**src/rtl/plrtc_params.svh**
```systemverilog
`ifndef PLRTC_PARAMS_SVH
`define PLRTC_PARAMS_SVH

`define PLRTC_WORD_W 24
`define PLRTC_SEL_MSB 3
`define PLRTC_SEL_CODE 4'hF
`define PLRTC_MAIN_PUMP_FLOAT_BIT 4
`define PLRTC_AUX_PUMP_FLOAT_BIT 5
`define PLRTC_MAIN_CLEAR_BIT 6
`define PLRTC_AUX_CLEAR_BIT 7
`define PLRTC_ONE_BIT 11
`define PLRTC_QUARTER_RATE_BIT 13
`define PLRTC_FIXED_MASK 24'hFF_DF00
`define PLRTC_FIXED_VALUE 24'h00_0800
`define PLRTC_RESET_WORD 24'h00_080F
`define PLRTC_QUARTER_DIV 2'h3
`define PLRTC_DIV_W 2

`endif

```
**src/rtl/plrtc_pkg.sv**
```systemverilog
package plrtc_pkg;
	typedef logic [23:0] plrtc_word_t;
	typedef enum logic [1:0] {
		PLRTC_ST_POWER_CLEAR = 2'b00,
		PLRTC_ST_RUN = 2'b01
	} plrtc_state_t;
endpackage : plrtc_pkg

```
**src/rtl/plrtc_control.sv**
```systemverilog
// Operation
// - quarter-rate divides main lock-detect comparison by four
// - aux clear resets aux counters, floats pump
// - main clear resets main counters, floats pump
// - power-up always applies a counter reset
// - main float floats pump, counters run
// - aux float floats pump, counters run
`timescale 1ns/1ps
`default_nettype none
`include "plrtc_params.svh"
module plrtc_control
	import plrtc_pkg::*;
(
	input wire logic clk,
	input wire logic sys_rst,
	input wire logic power_up,
	input wire logic word_load,
	input wire plrtc_pkg::plrtc_word_t word_data,
	input wire logic main_cmp_pulse,
	input wire logic aux_cmp_pulse,
	output logic main_counter_reset,
	output logic aux_counter_reset,
	output logic main_pump_float,
	output logic aux_pump_float,
	output logic main_lock_cmp_pulse,
	output logic aux_lock_cmp_pulse,
	output logic word_reject
);
	plrtc_word_t loop_reset_and_float_control_reg;
	plrtc_word_t loop_reset_and_float_control_next;
	plrtc_state_t state_reg;
	plrtc_state_t state_next;
	logic main_rst_reg;
	logic main_rst_next;
	logic aux_rst_reg;
	logic aux_rst_next;
	logic main_flt_reg;
	logic main_flt_next;
	logic aux_flt_reg;
	logic aux_flt_next;
	logic aux_lock_reg;
	logic reject_reg;
	logic reject_next;
	logic word_hit;
	logic word_ok;
	logic quarter_rate;

	assign word_hit = word_load &&
		(word_data[`PLRTC_SEL_MSB:0] == `PLRTC_SEL_CODE);
	// a word with wrong fixed bits is dropped so a bad frame cannot upset the loops
	assign word_ok = word_hit &&
		((word_data & `PLRTC_FIXED_MASK) == `PLRTC_FIXED_VALUE);
	assign quarter_rate = loop_reset_and_float_control_reg[`PLRTC_QUARTER_RATE_BIT];

	always_comb begin
		loop_reset_and_float_control_next = loop_reset_and_float_control_reg;
		state_next = state_reg;
		reject_next = word_hit && !word_ok;
		case (state_reg)
			PLRTC_ST_POWER_CLEAR: begin
				// held for one cycle after power-up, whatever the word says
				state_next = PLRTC_ST_RUN;
				if (word_ok) begin
					loop_reset_and_float_control_next = word_data;
				end
			end
			PLRTC_ST_RUN: begin
				if (word_ok) begin
					loop_reset_and_float_control_next = word_data;
				end
			end
			default: begin
				state_next = PLRTC_ST_POWER_CLEAR;
			end
		endcase
		if (power_up) begin
			state_next = PLRTC_ST_POWER_CLEAR;
		end
	end

	always_comb begin
		main_rst_next = loop_reset_and_float_control_next[`PLRTC_MAIN_CLEAR_BIT];
		aux_rst_next = loop_reset_and_float_control_next[`PLRTC_AUX_CLEAR_BIT];
		if (state_next == PLRTC_ST_POWER_CLEAR) begin
			main_rst_next = 1'b1;
			aux_rst_next = 1'b1;
		end
		// a counter clear also floats that loop's pump
		main_flt_next = main_rst_next ||
			loop_reset_and_float_control_next[`PLRTC_MAIN_PUMP_FLOAT_BIT];
		aux_flt_next = aux_rst_next ||
			loop_reset_and_float_control_next[`PLRTC_AUX_PUMP_FLOAT_BIT];
	end

	always_ff @(posedge clk) begin
		if (sys_rst) begin
			loop_reset_and_float_control_reg <= `PLRTC_RESET_WORD;
			state_reg <= PLRTC_ST_POWER_CLEAR;
			main_rst_reg <= 1'b1;
			aux_rst_reg <= 1'b1;
			main_flt_reg <= 1'b1;
			aux_flt_reg <= 1'b1;
			aux_lock_reg <= 1'b0;
			reject_reg <= 1'b0;
		end else begin
			loop_reset_and_float_control_reg <= loop_reset_and_float_control_next;
			state_reg <= state_next;
			main_rst_reg <= main_rst_next;
			aux_rst_reg <= aux_rst_next;
			main_flt_reg <= main_flt_next;
			aux_flt_reg <= aux_flt_next;
			aux_lock_reg <= aux_cmp_pulse;
			reject_reg <= reject_next;
		end
	end

	plrtc_quarter_div u_quarter_div (
		.clk(clk),
		.sys_rst(sys_rst),
		.enable_quarter(quarter_rate),
		.cmp_pulse(main_cmp_pulse),
		.lock_pulse(main_lock_cmp_pulse)
	);

	assign main_counter_reset = main_rst_reg;
	assign aux_counter_reset = aux_rst_reg;
	assign main_pump_float = main_flt_reg;
	assign aux_pump_float = aux_flt_reg;
	assign aux_lock_cmp_pulse = aux_lock_reg;
	assign word_reject = reject_reg;
endmodule : plrtc_control
`default_nettype wire

```
**src/rtl/plrtc_quarter_div.sv**
```systemverilog
`timescale 1ns/1ps
`default_nettype none
`include "plrtc_params.svh"
module plrtc_quarter_div (
	input wire logic clk,
	input wire logic sys_rst,
	input wire logic enable_quarter,
	input wire logic cmp_pulse,
	output logic lock_pulse
);
	logic [`PLRTC_DIV_W-1:0] cnt_reg;
	logic [`PLRTC_DIV_W-1:0] cnt_next;
	logic lock_next;
	logic lock_reg;

	always_comb begin
		cnt_next = cnt_reg;
		lock_next = 1'b0;
		if (!enable_quarter) begin
			cnt_next = '0;
			lock_next = cmp_pulse;
		end else if (cmp_pulse) begin
			// one pulse passes out of every four
			if (cnt_reg == `PLRTC_QUARTER_DIV) begin
				cnt_next = '0;
				lock_next = 1'b1;
			end else begin
				cnt_next = cnt_reg + 2'h1;
			end
		end
	end

	always_ff @(posedge clk) begin
		if (sys_rst) begin
			cnt_reg <= '0;
			lock_reg <= 1'b0;
		end else begin
			cnt_reg <= cnt_next;
			lock_reg <= lock_next;
		end
	end

	assign lock_pulse = lock_reg;
endmodule : plrtc_quarter_div
`default_nettype wire

```
**config.mk**
```make
export PLATFORM = sky130hd
export DESIGN_NAME = plrtc_control
export DESIGN_NICKNAME = d
export VERILOG_FILES = /design/src/rtl/plrtc_pkg.sv /design/src/rtl/plrtc_control.sv /design/src/rtl/plrtc_quarter_div.sv
export VERILOG_INCLUDE_DIRS = /design/src /design/src/rtl
export SDC_FILE = /design/constraint.sdc
export NUM_CORES = 1
export LEC_CHECK = 0
export BUFFER_PORTS_ARGS = -buffer_cell sky130_fd_sc_hd__buf_2
export CORE_UTILIZATION = 37
export CTS_BUF_LIST = sky130_fd_sc_hd__clkbuf_16
export DETAILED_ROUTE_END_ITERATION = 10
export PLACE_DENSITY = 0.74
export SETUP_SLACK_MARGIN = 0.2
export SYNTH_ARGS = -nofsm -noshare
export SYNTH_HDL_FRONTEND = slang
export SYNTH_SLANG_ARGS = --single-unit
export TNS_END_PERCENT = 30
```
**constraint.sdc**
```tcl
create_clock -name clk -period 1 [get_ports clk]
set_input_delay 0.05 -clock clk [delete_from_list [all_inputs] [get_ports clk]]
set_output_delay 0.05 -clock clk [all_outputs]
set_load 0.03 [all_outputs]
```
# [Yosys cells after proc, flatten, opt, wreduce, memory -nomap -nowiden]
# Cells that the tools add are included.
[word_totals] output_inout_bits=7 elab_cells=38 inputBits=30 regBits=25
[classes] mux=10 eq_ne=4 bitwise=1 n_reduce_logical=11 addsub=1
[ops] cell="8-bit two-way mux" n=2
[ops] cell="15-bit by 4-bit == test with 1-bit output, second input constant" n=1
[ops] cell="1-bit two-way mux" n=5
[ops] cell="4-bit == test, second input constant" n=1
[ops] cell="2-bit zero test" n=2
[ops] cell="2-bit two-way mux" n=2
[ops] cell="2-bit one-hot mux with 2 select lines" n=1
[ops] cell="2-bit OR reduction" n=2
[ops] cell="1-bit logical AND" n=3
[ops] cell="2-bit by 1-bit adder with 2-bit output, second input constant" n=1
[ops] cell="2-bit by 1-bit == test with 1-bit output, second input constant" n=1
[ops] cell="2-bit == test, second input constant" n=1
[ops] cell="1-bit logical OR" n=2
[ops] cell="2-bit AND reduction" n=1
[ops] cell="1-bit zero test" n=1
[ops] cell="1-bit NOT" n=1

# [Longest topological paths before layout]
# Gate-level depths: netlist (run 1).
[logic_depth] depth_word=7 depth_mapped=5 ltp_nobuf=4

# [By module]
# A second synthesis (run 1) with hierarchy kept.
[unflattened] hier_cells=70 hier_area_um2=738.2
[by_module_without_submodules] module="plrtc_control" cells_per_inst=58 area_each_um2=608.1 seq_area_each_um2=240.2 instances=1
[by_module_without_submodules] module="plrtc_quarter_div" cells_per_inst=12 area_each_um2=130.1 seq_area_each_um2=60.1 instances=1

# [Worst setup path after synthesis (run 1)]
# OpenSTA, ideal clock, no wires.
[synth_timing] kind="flip-flop to flip-flop" start="register state_reg[1]" end="register aux_flt_reg (netlist: aux_pump_float)" period_less_slack_ns=1.141 path_stages_with_launch=5 arrival_time_ns=1.017 setup_time_ns=0.124 slack_ns=-0.141 path_buffers=1 required_time_ns=0.876 path_cell_list="dfxtp_1 or3_1 clkbuf_1 nor3_1 mux2i_1"
[synth_between] elab_chain_len=6 elab_cells_between_ends=9 cone_classes="eq/ne: 1; mux: 4; reduce/logical: 4"
[synth_rtl] element="from (decl)" line_no="plrtc_control.sv:31" text="plrtc_state_t state_reg;"
[synth_rtl] element="from (signal assigned)" line_no="plrtc_control.sv:107" text="state_reg <= state_next;"
[synth_rtl] element="2-bit by 1-bit == test with 1-bit output / 2-bit zero test (equally long branches)" line_no="plrtc_control.sv:59" text="case (state_reg)"
[synth_rtl] element="2-bit one-hot mux with 2 select lines" line_no="plrtc_control.sv:59"
[synth_rtl] element="2-bit two-way mux" line_no="plrtc_control.sv:76" text="if (power_up) begin"
[synth_rtl] element="2-bit zero test" line_no="plrtc_control.sv:84" text="if (state_next == PLRTC_ST_POWER_CLEAR) begin"
[synth_rtl] element="1-bit two-way mux" line_no="plrtc_control.sv:84"
[synth_rtl] element="1-bit logical OR *" line_no="plrtc_control.sv:91" text="aux_flt_next = aux_rst_next ||"
[synth_rtl] element="to (signal assigned)" line_no="plrtc_control.sv:111" text="aux_flt_reg <= aux_flt_next;"
[synth_rtl] element="to (decl)" line_no="plrtc_control.sv:39" text="logic aux_flt_reg;"
# Every way passes the cells marked *; elsewhere a longest branch is shown, timed or not.
# A chain may end at the register's enable or synchronous reset.

# [Final worst setup path (run 1)]
[layout_timing] start="register state_reg[1]" end="register loop_reset_and_float_control_reg[7]"
[layout_between] elab_chain_len=3 elab_cells_between_ends=4 cone_classes="eq/ne: 1; mux: 1; reduce/logical: 2"
[layout_rtl] element="2-bit by 1-bit == test with 1-bit output / 2-bit zero test (equally long branches)" line_no="plrtc_control.sv:59"
[layout_rtl] element="2-bit OR reduction (no line) *"
[layout_rtl] element="8-bit two-way mux *"
[layout_rtl] element="to (signal assigned)" line_no="plrtc_control.sv:97" text="loop_reset_and_float_control_reg <= `PLRTC_RESET_WORD;"
[layout_rtl] element="to (signal assigned)" line_no="plrtc_control.sv:106" text="loop_reset_and_float_control_reg <= loop_reset_and_float_control_next;"
[layout_rtl] element="to (decl)" line_no="plrtc_control.sv:29" text="plrtc_word_t loop_reset_and_float_control_reg;"
# Marked as above.

==> results.md, run 1 <==
- Multi-input gate area: 407 um^2
- Seq/Total Area, Yosys: 45.5%
- Placed cell count: 117
- Crit path time final: 1.10 ns
- Worst Setup Start Kind: register
- Setup bufs post-CTS: 0
- Global-route wire length before repair: 2.30 mm
- Most frequent cell after synthesis: dfxtp_1
- RR Startpoint: state_reg[1]
- Hpwl dp: 1.05 mm
- Clock Latency Late Sink: 0.24 ns
- Ranking of synthesized cells by area: dfxtp_1 (46%), mux2i_1 (15%), nand2b_1 (9.5%)
- Crit path from: state_reg[1]
- Final core utilization: 65.2%
- Most frequent cells after synthesis: dfxtp_1 (15), mux2i_1 (10), nand2b_1 (10)
- Crit Path Max Fanout: 5
- Min Hold Slack: 0.0295 ns
- Final setup violating endpoints: 9
- # rows: 14
- Slew Limit Fails: 0
- Ys flop type: dfxtp_1
- Reg clk slew, reported paths: 0.05 ns
- Post-DR wirelength/cell: 11.3 um
- WP data arrival: 1.26 ns
- RSZ-0062 raised after global routing: true
- Flop and latch count out of synthesis: 15
- Avg Inst Size Synth: 9.99 um^2
- Reg2reg setup slack: -0.1 ns
- Die H: 44.2 um
- Final hold violation count: 0
- Max incr delay on CP: 0.32 ns
- Number of max-cap violations: 0
- Syn Inst Count: 66
- Sequential cell area: 307 um^2
- GP Congestion: 0.724
- GR Overflow Total: 0
- # DRC: 0
- Number of fillers in the final layout: 138
- R2r worst-path depth: 3
- Post-CTS Hold Buffers: 0
- Top cell family by delay on the critical path: flip-flops
- Syn_nets: 97
- Maximum vdd drop: 0.00202 V
- Vias: 577
- CTS sink cnt: 15
- Critical path class: reg2reg
- Cells along the critical path: nor4_4 > buf_4 > mux2i_1
- Fraction of registers with async set/reset: 0%
- Initial Util: 41.8%
- Worst EP required: 1.16 ns
- PortBufs: 36
- Yosys warning count: 0
- Worst path bufs/invs: 1
- Tcrit/Tclk final: 110%
- I/O pins: 37
- CP Depth: 3
- Core area: 1580 um^2
- Failing checks: negative setup slack
- Initial antenna violation count: 0
- Drt pass-1 iters: 6
- CP max-delay cell: dfxtp_2
- Final std cells w/o fill: 122
- Max FFs per register: 5
- Final worst slack: -0.0979 ns
- Max Clk Rate: 0.911 GHz
- Overall power: 0.00152 W
- CTS Buf Count: 3
- Cell variety after synth: 20
- Total track usage: 15.7%
- CTS tree: yes
- CTS root buf: clkbuf_16
- FF-to-FF End: loop_reset_and_float_control_reg[7]
- ANT cells: 0
- Dpl ws: -0.284 ns
- Die width: 44.2 um
- Die area: 1950 um^2
- EDFF count, synth: 0
- Nets: 138
- Pwr/cell area: 1480 nW/um^2
- DR vias/cell: 4.73
- Post-Syn Area: 659 um^2
- Fin Clk Skew: 0.00423 ns
- Static leakage: 0.439 nW
- Hold EP: aux_lock_cmp_pulse
- Antenna viol nets, final: 0
- Synth top area share: 45.5%
- Initial DRC Count: 13
- Share of cells above drive strength 1: 54.7%
- Area delta synth->final: 55.8%
- Hold Crit Depth: 2
- Status: finished with violations
- CTS Buffer Depth: 2
- Final WL: 1.38 mm
- Vias in the first global route: 570
- Hold crit path type: in2reg
- Critical Path End Type: register
- Largest area contributor in the netlist: dfxtp_1
- Largest net degree at the start of global routing: 14
- H-tree lvl count: 1
- Hold Startpoint: aux_cmp_pulse
[logic make-up (layout without fill, tap and decap cells)]
kind of cell,count (synthesis),after routing,share of synthesized area [%]
multiplexers,10,10,15.2
buffers and inverters,5,45,3.99
AND/OR/NAND/NOR,32,32,30.9
flip-flops,15,15,45.5
adder cells (fa/ha/maj),1,1,1.90
other,1,1,0.569
AO/OA/AOI/OAI,2,2,1.90
[worst register-to-register path: stages, from the launching register on]
cell,delay (ns)
dfxtp_2,0.32
nor4_4,0.28
buf_4,0.20
mux2i_1,0.22
[how the worst max path moves through the flow]
stage	to	slack, ns
final	loop_reset_and_float_control_reg[7]	-0.1
after global routing	loop_reset_and_float_control_reg[7]	-0.15
after global placement	loop_reset_and_float_control_reg[13]	-0.22
after CTS	loop_reset_and_float_control_reg[13]	-0.09
after detailed placement	loop_reset_and_float_control_reg[7]	-0.28
after floorplan	aux_pump_float	-0.04
[per-layer routing]
layer | up-vias | track usage [%] | part of all wire, %
met5 | - | 0 | 0
li1 | 306 | - | -
met3 | 0 | 7.76 | 5.3
met4 | 0 | 0 | 0
met2 | 15 | 28.5 | 51
met1 | 256 | 17.4 | 43
[cell type report]
cell class	instances	area share, %
Inverter	2	0.731
Multi-Input combinational cell	46	39.6
Tap cell	16	1.95
Timing Repair Buffer	39	20.2
Clock buffer	3	7.31
Sequential cell	15	29.8
Clock inverter	1	0.365
[metrics by stage]
stage,setup TNS [ns],instance area (um^2)
after global routing,-1.06,1030
after global placement,-1.94,893
after detailed placement,-2.43,893
final,-0.550,1030
after CTS,-0.702,1000
after floorplan,-0.192,707
[cells in the final DEF (no fill, tap or decap), drive strengths merged, types with 2 or more instances in the layout]
| master | synthesis | layout |
|---|---|---|
| buf | 1 | 38 |
| dfxtp | 15 | 15 |
| nand2b | 10 | 10 |
| mux2i | 10 | 10 |
| nor2 | 6 | 6 |
| nor3 | 6 | 6 |
| clkbuf | 2 | 4 |
| nor4 | 3 | 3 |
| inv | 2 | 3 |
| nor4b | 2 | 2 |
[what timing repair did]
item | CTS | global route
setup endpoints to repair | 12 | 15
resized for setup | 7 | 9
pin swaps | 4 | 5
gates cloned | 0 | 1
[where the power goes]
| part | internal (W) | switching (W) |
|---|---|---|
| Sequential | 0.000611 | 0.00000400 |
| Combinational | 0.0000796 | 0.0000835 |
| Clock | 0.000527 | 0.000218 |
| Total | 0.00122 | 0.000306 |
No activity file was read; power rests on OpenSTA's default activity.
==> run 2, diff against run 1 <==
PLACE_DENSITY = 0.72   (was 0.74)
==> run 2 against run 1 <==
  * The flow still finishes with violations (negative setup slack)
  * Critical path depth unchanged
  * Sequential cell count stayed put
  * Setup slack about the same
  * Design area rose by 1.8%
  * Worst hold slack got worse by 0.0061 ns
  * Highest routed layer is now met4
==> results.md, run 2 (synthesized netlist as in run 1, its figures left out) <==
- ANT cells: 0 (unchanged)
- Drt pass-1 iters: 5 (-1)
- Hold Crit Depth: 2 (unchanged)
- Reg clk slew, reported paths: 0.05 ns (about the same)
- Die H: 44.2 um (unchanged)
- Pwr/cell area: 1490 nW/um^2 (+0.26%)
- Vias in the first global route: 604 (+6.0%)
- Failing checks: negative setup slack
- Nets: 138 (unchanged)
- Largest net degree at the start of global routing: 14 (unchanged)
- Number of max-cap violations: 0 (unchanged)
- Crit path time final: 1.10 ns (-0.00000570 ns)
- Final worst slack: -0.0979 ns (+0.00000570 ns)
- Core area: 1580 um^2 (unchanged)
- Vias: 594 (+2.9%)
- Total track usage: 17.6% (+1.9 points)
- Post-DR wirelength/cell: 11.5 um (+1.6%)
- Clock Latency Late Sink: 0.24 ns (about the same)
- Crit Path Max Fanout: 5 (unchanged)
- Share of cells above drive strength 1: 55.7% (+0.94 points)
- Fin Clk Skew: 0.00585 ns (+0.00162 ns)
- Final core utilization: 66.3% (+1.2 points)
- PortBufs: 36 (unchanged)
- R2r worst-path depth: 3 (unchanged)
- Die area: 1950 um^2 (unchanged)
- # rows: 14 (unchanged)
- Final WL: 1.40 mm (+1.6%)
- Critical Path End Type: register
- Global Route met3 Usage: 6.53% (-1.2 points)
- Reg2reg setup slack: -0.1 ns (about the same)
- Final hold violation count: 0 (unchanged)
- Max FFs per register: 5 (unchanged)
- RR Startpoint: state_reg[1]
- CTS Buf Count: 3 (unchanged)
- Initial Util: 41.8% (unchanged)
- WP data arrival: 1.27 ns (about the same)
- DR vias/cell: 4.87 (+2.9%)
- Final setup violating endpoints: 9 (unchanged)
- Status: finished with violations
- Most frequent cells in the layout: buf_2 (30), dfxtp_1 (12), nand2b_1 (10), mux2i_1 (10), nor2_1 (6)
- Met1 Usage GRT: 19.1% (+1.7 points)
- Hold Startpoint: aux_cmp_pulse
- GR Overflow Total: 0 (unchanged)
- Initial DRC Count: 4 (-9)
- M2 GR Usage: 30.6% (+2.1 points)
- CTS tree: yes
- Max Clk Rate: 0.911 GHz (about the same)
- Slew Limit Fails: 0 (unchanged)
- GRT busiest layer: met2
- Static leakage: 0.445 nW (+1.2%)
- # DRC: 0 (unchanged)
- Hpwl dp: 1.06 mm (+0.43%)
- Global-route wire length before repair: 2.49 mm (+8.1%)
- CTS root buf: clkbuf_16
- Die width: 44.2 um (unchanged)
- H-tree lvl count: 1 (unchanged)
- Maximum vdd drop: 0.00130 V (-35%)
- I/O pins: 37 (unchanged)
- Initial antenna violation count: 0 (unchanged)
- Hold EP: aux_lock_cmp_pulse
- Setup bufs post-CTS: 0 (unchanged)
- Critical path class: reg2reg
- FF-to-FF End: loop_reset_and_float_control_reg[6]
- Worst EP required: 1.17 ns (about the same)
- Setup_tns: -0.720 ns (-0.170 ns)
- Worst Setup Start Kind: register
- CTS sink cnt: 15 (unchanged)
- Antenna viol nets, final: 0 (unchanged)
- Post-CTS Hold Buffers: 0 (unchanged)
- Most common cell after layout, fill and taps aside: buf_2
- RSZ-0062 raised after global routing: true
- Hold crit path type: in2reg
- Tcrit/Tclk final: 110% (about the same)
- GP Congestion: 0.699 (-3.5%)
- CTS Buffer Depth: 2 (unchanged)
- Area delta synth->final: 58.6%
[run 2: changes by cell type in the layout (fill, tap and decap cells not counted), sizes merged]
cell and change:
inv -1, buf -1, clkinv +1, clkbuf +1
[run 2: final cells by class]
| type | instances | area, um^2 |
|---|---|---|
| fill | 136 | 531 |
| multi-input combinational | 46 | 407 |
| sequential | 15 | 307 |
| timing repair buffer | 39 | 225 |
| clock buffer | 3 | 75.1 |
| tap | 16 | 20.0 |
| inverter | 2 | 7.51 |
| clock inverter | 1 | 5.00 |
[run 2: stage by stage]
step / setup WS [ns] / power [W] / area [um^2] / hold slack (ns) / instances
6_report: -0.0979 / 0.00155 / 1050 / 0.0234 / 122
5_1_grt: -0.178 / 0.00161 / 1050 / 0.0329 / 122
4_1_cts: -0.102 / 0.00157 / 1020 / 0.0275 / 122
3_5_place_dp: -0.303 / 0.000784 / 893 / 0.271 / 117
3_3_place_gp: -0.221 / 0.000781 / 893 / 0.258 / 117
2_1_floorplan: -0.0428 / 0.000698 / 707 / 0.178 / 66
[run 2: worst max-delay path by stage]
stage	from	end	slack, ns	cells past startpoint
floorplan	state_reg[1]	aux_pump_float	-0.04	4
global placement	word_data[9]	loop_reset_and_float_control_reg[13]	-0.22	6
detailed placement	word_data[9]	main_counter_reset	-0.30	6
CTS	state_reg[1]	loop_reset_and_float_control_reg[6]	-0.10	3
global route	state_reg[1]	main_counter_reset	-0.18	3
finish	state_reg[1]	loop_reset_and_float_control_reg[6]	-0.1	3
[run 2: power by group]
part	internal (W)	switching, W
Sequential	0.000610	0.00000431
Combinational	0.0000850	0.0000838
Clock	0.000533	0.000239
[run 2: repair_timing]
action | CTS | global route
cloned | 1 | 0
resized for setup | 11 | 10
pin swaps | 5 | 6
endpoints found under the setup margin | 12 | 16
[run 2: worst max-delay path, cell delays in order (launching register included)]
cell     delay, ns
dfxtp_2       0.33
nor4_4        0.30
buf_4         0.21
mux2i_1       0.19
[run 2: routing by layer]
metal | up-vias | part of all wire, %
met4 | 0 | 1.4
met5 | - | 0
met3 | 4 | 4.4
met2 | 16 | 53
met1 | 269 | 41
li1 | 305 | -
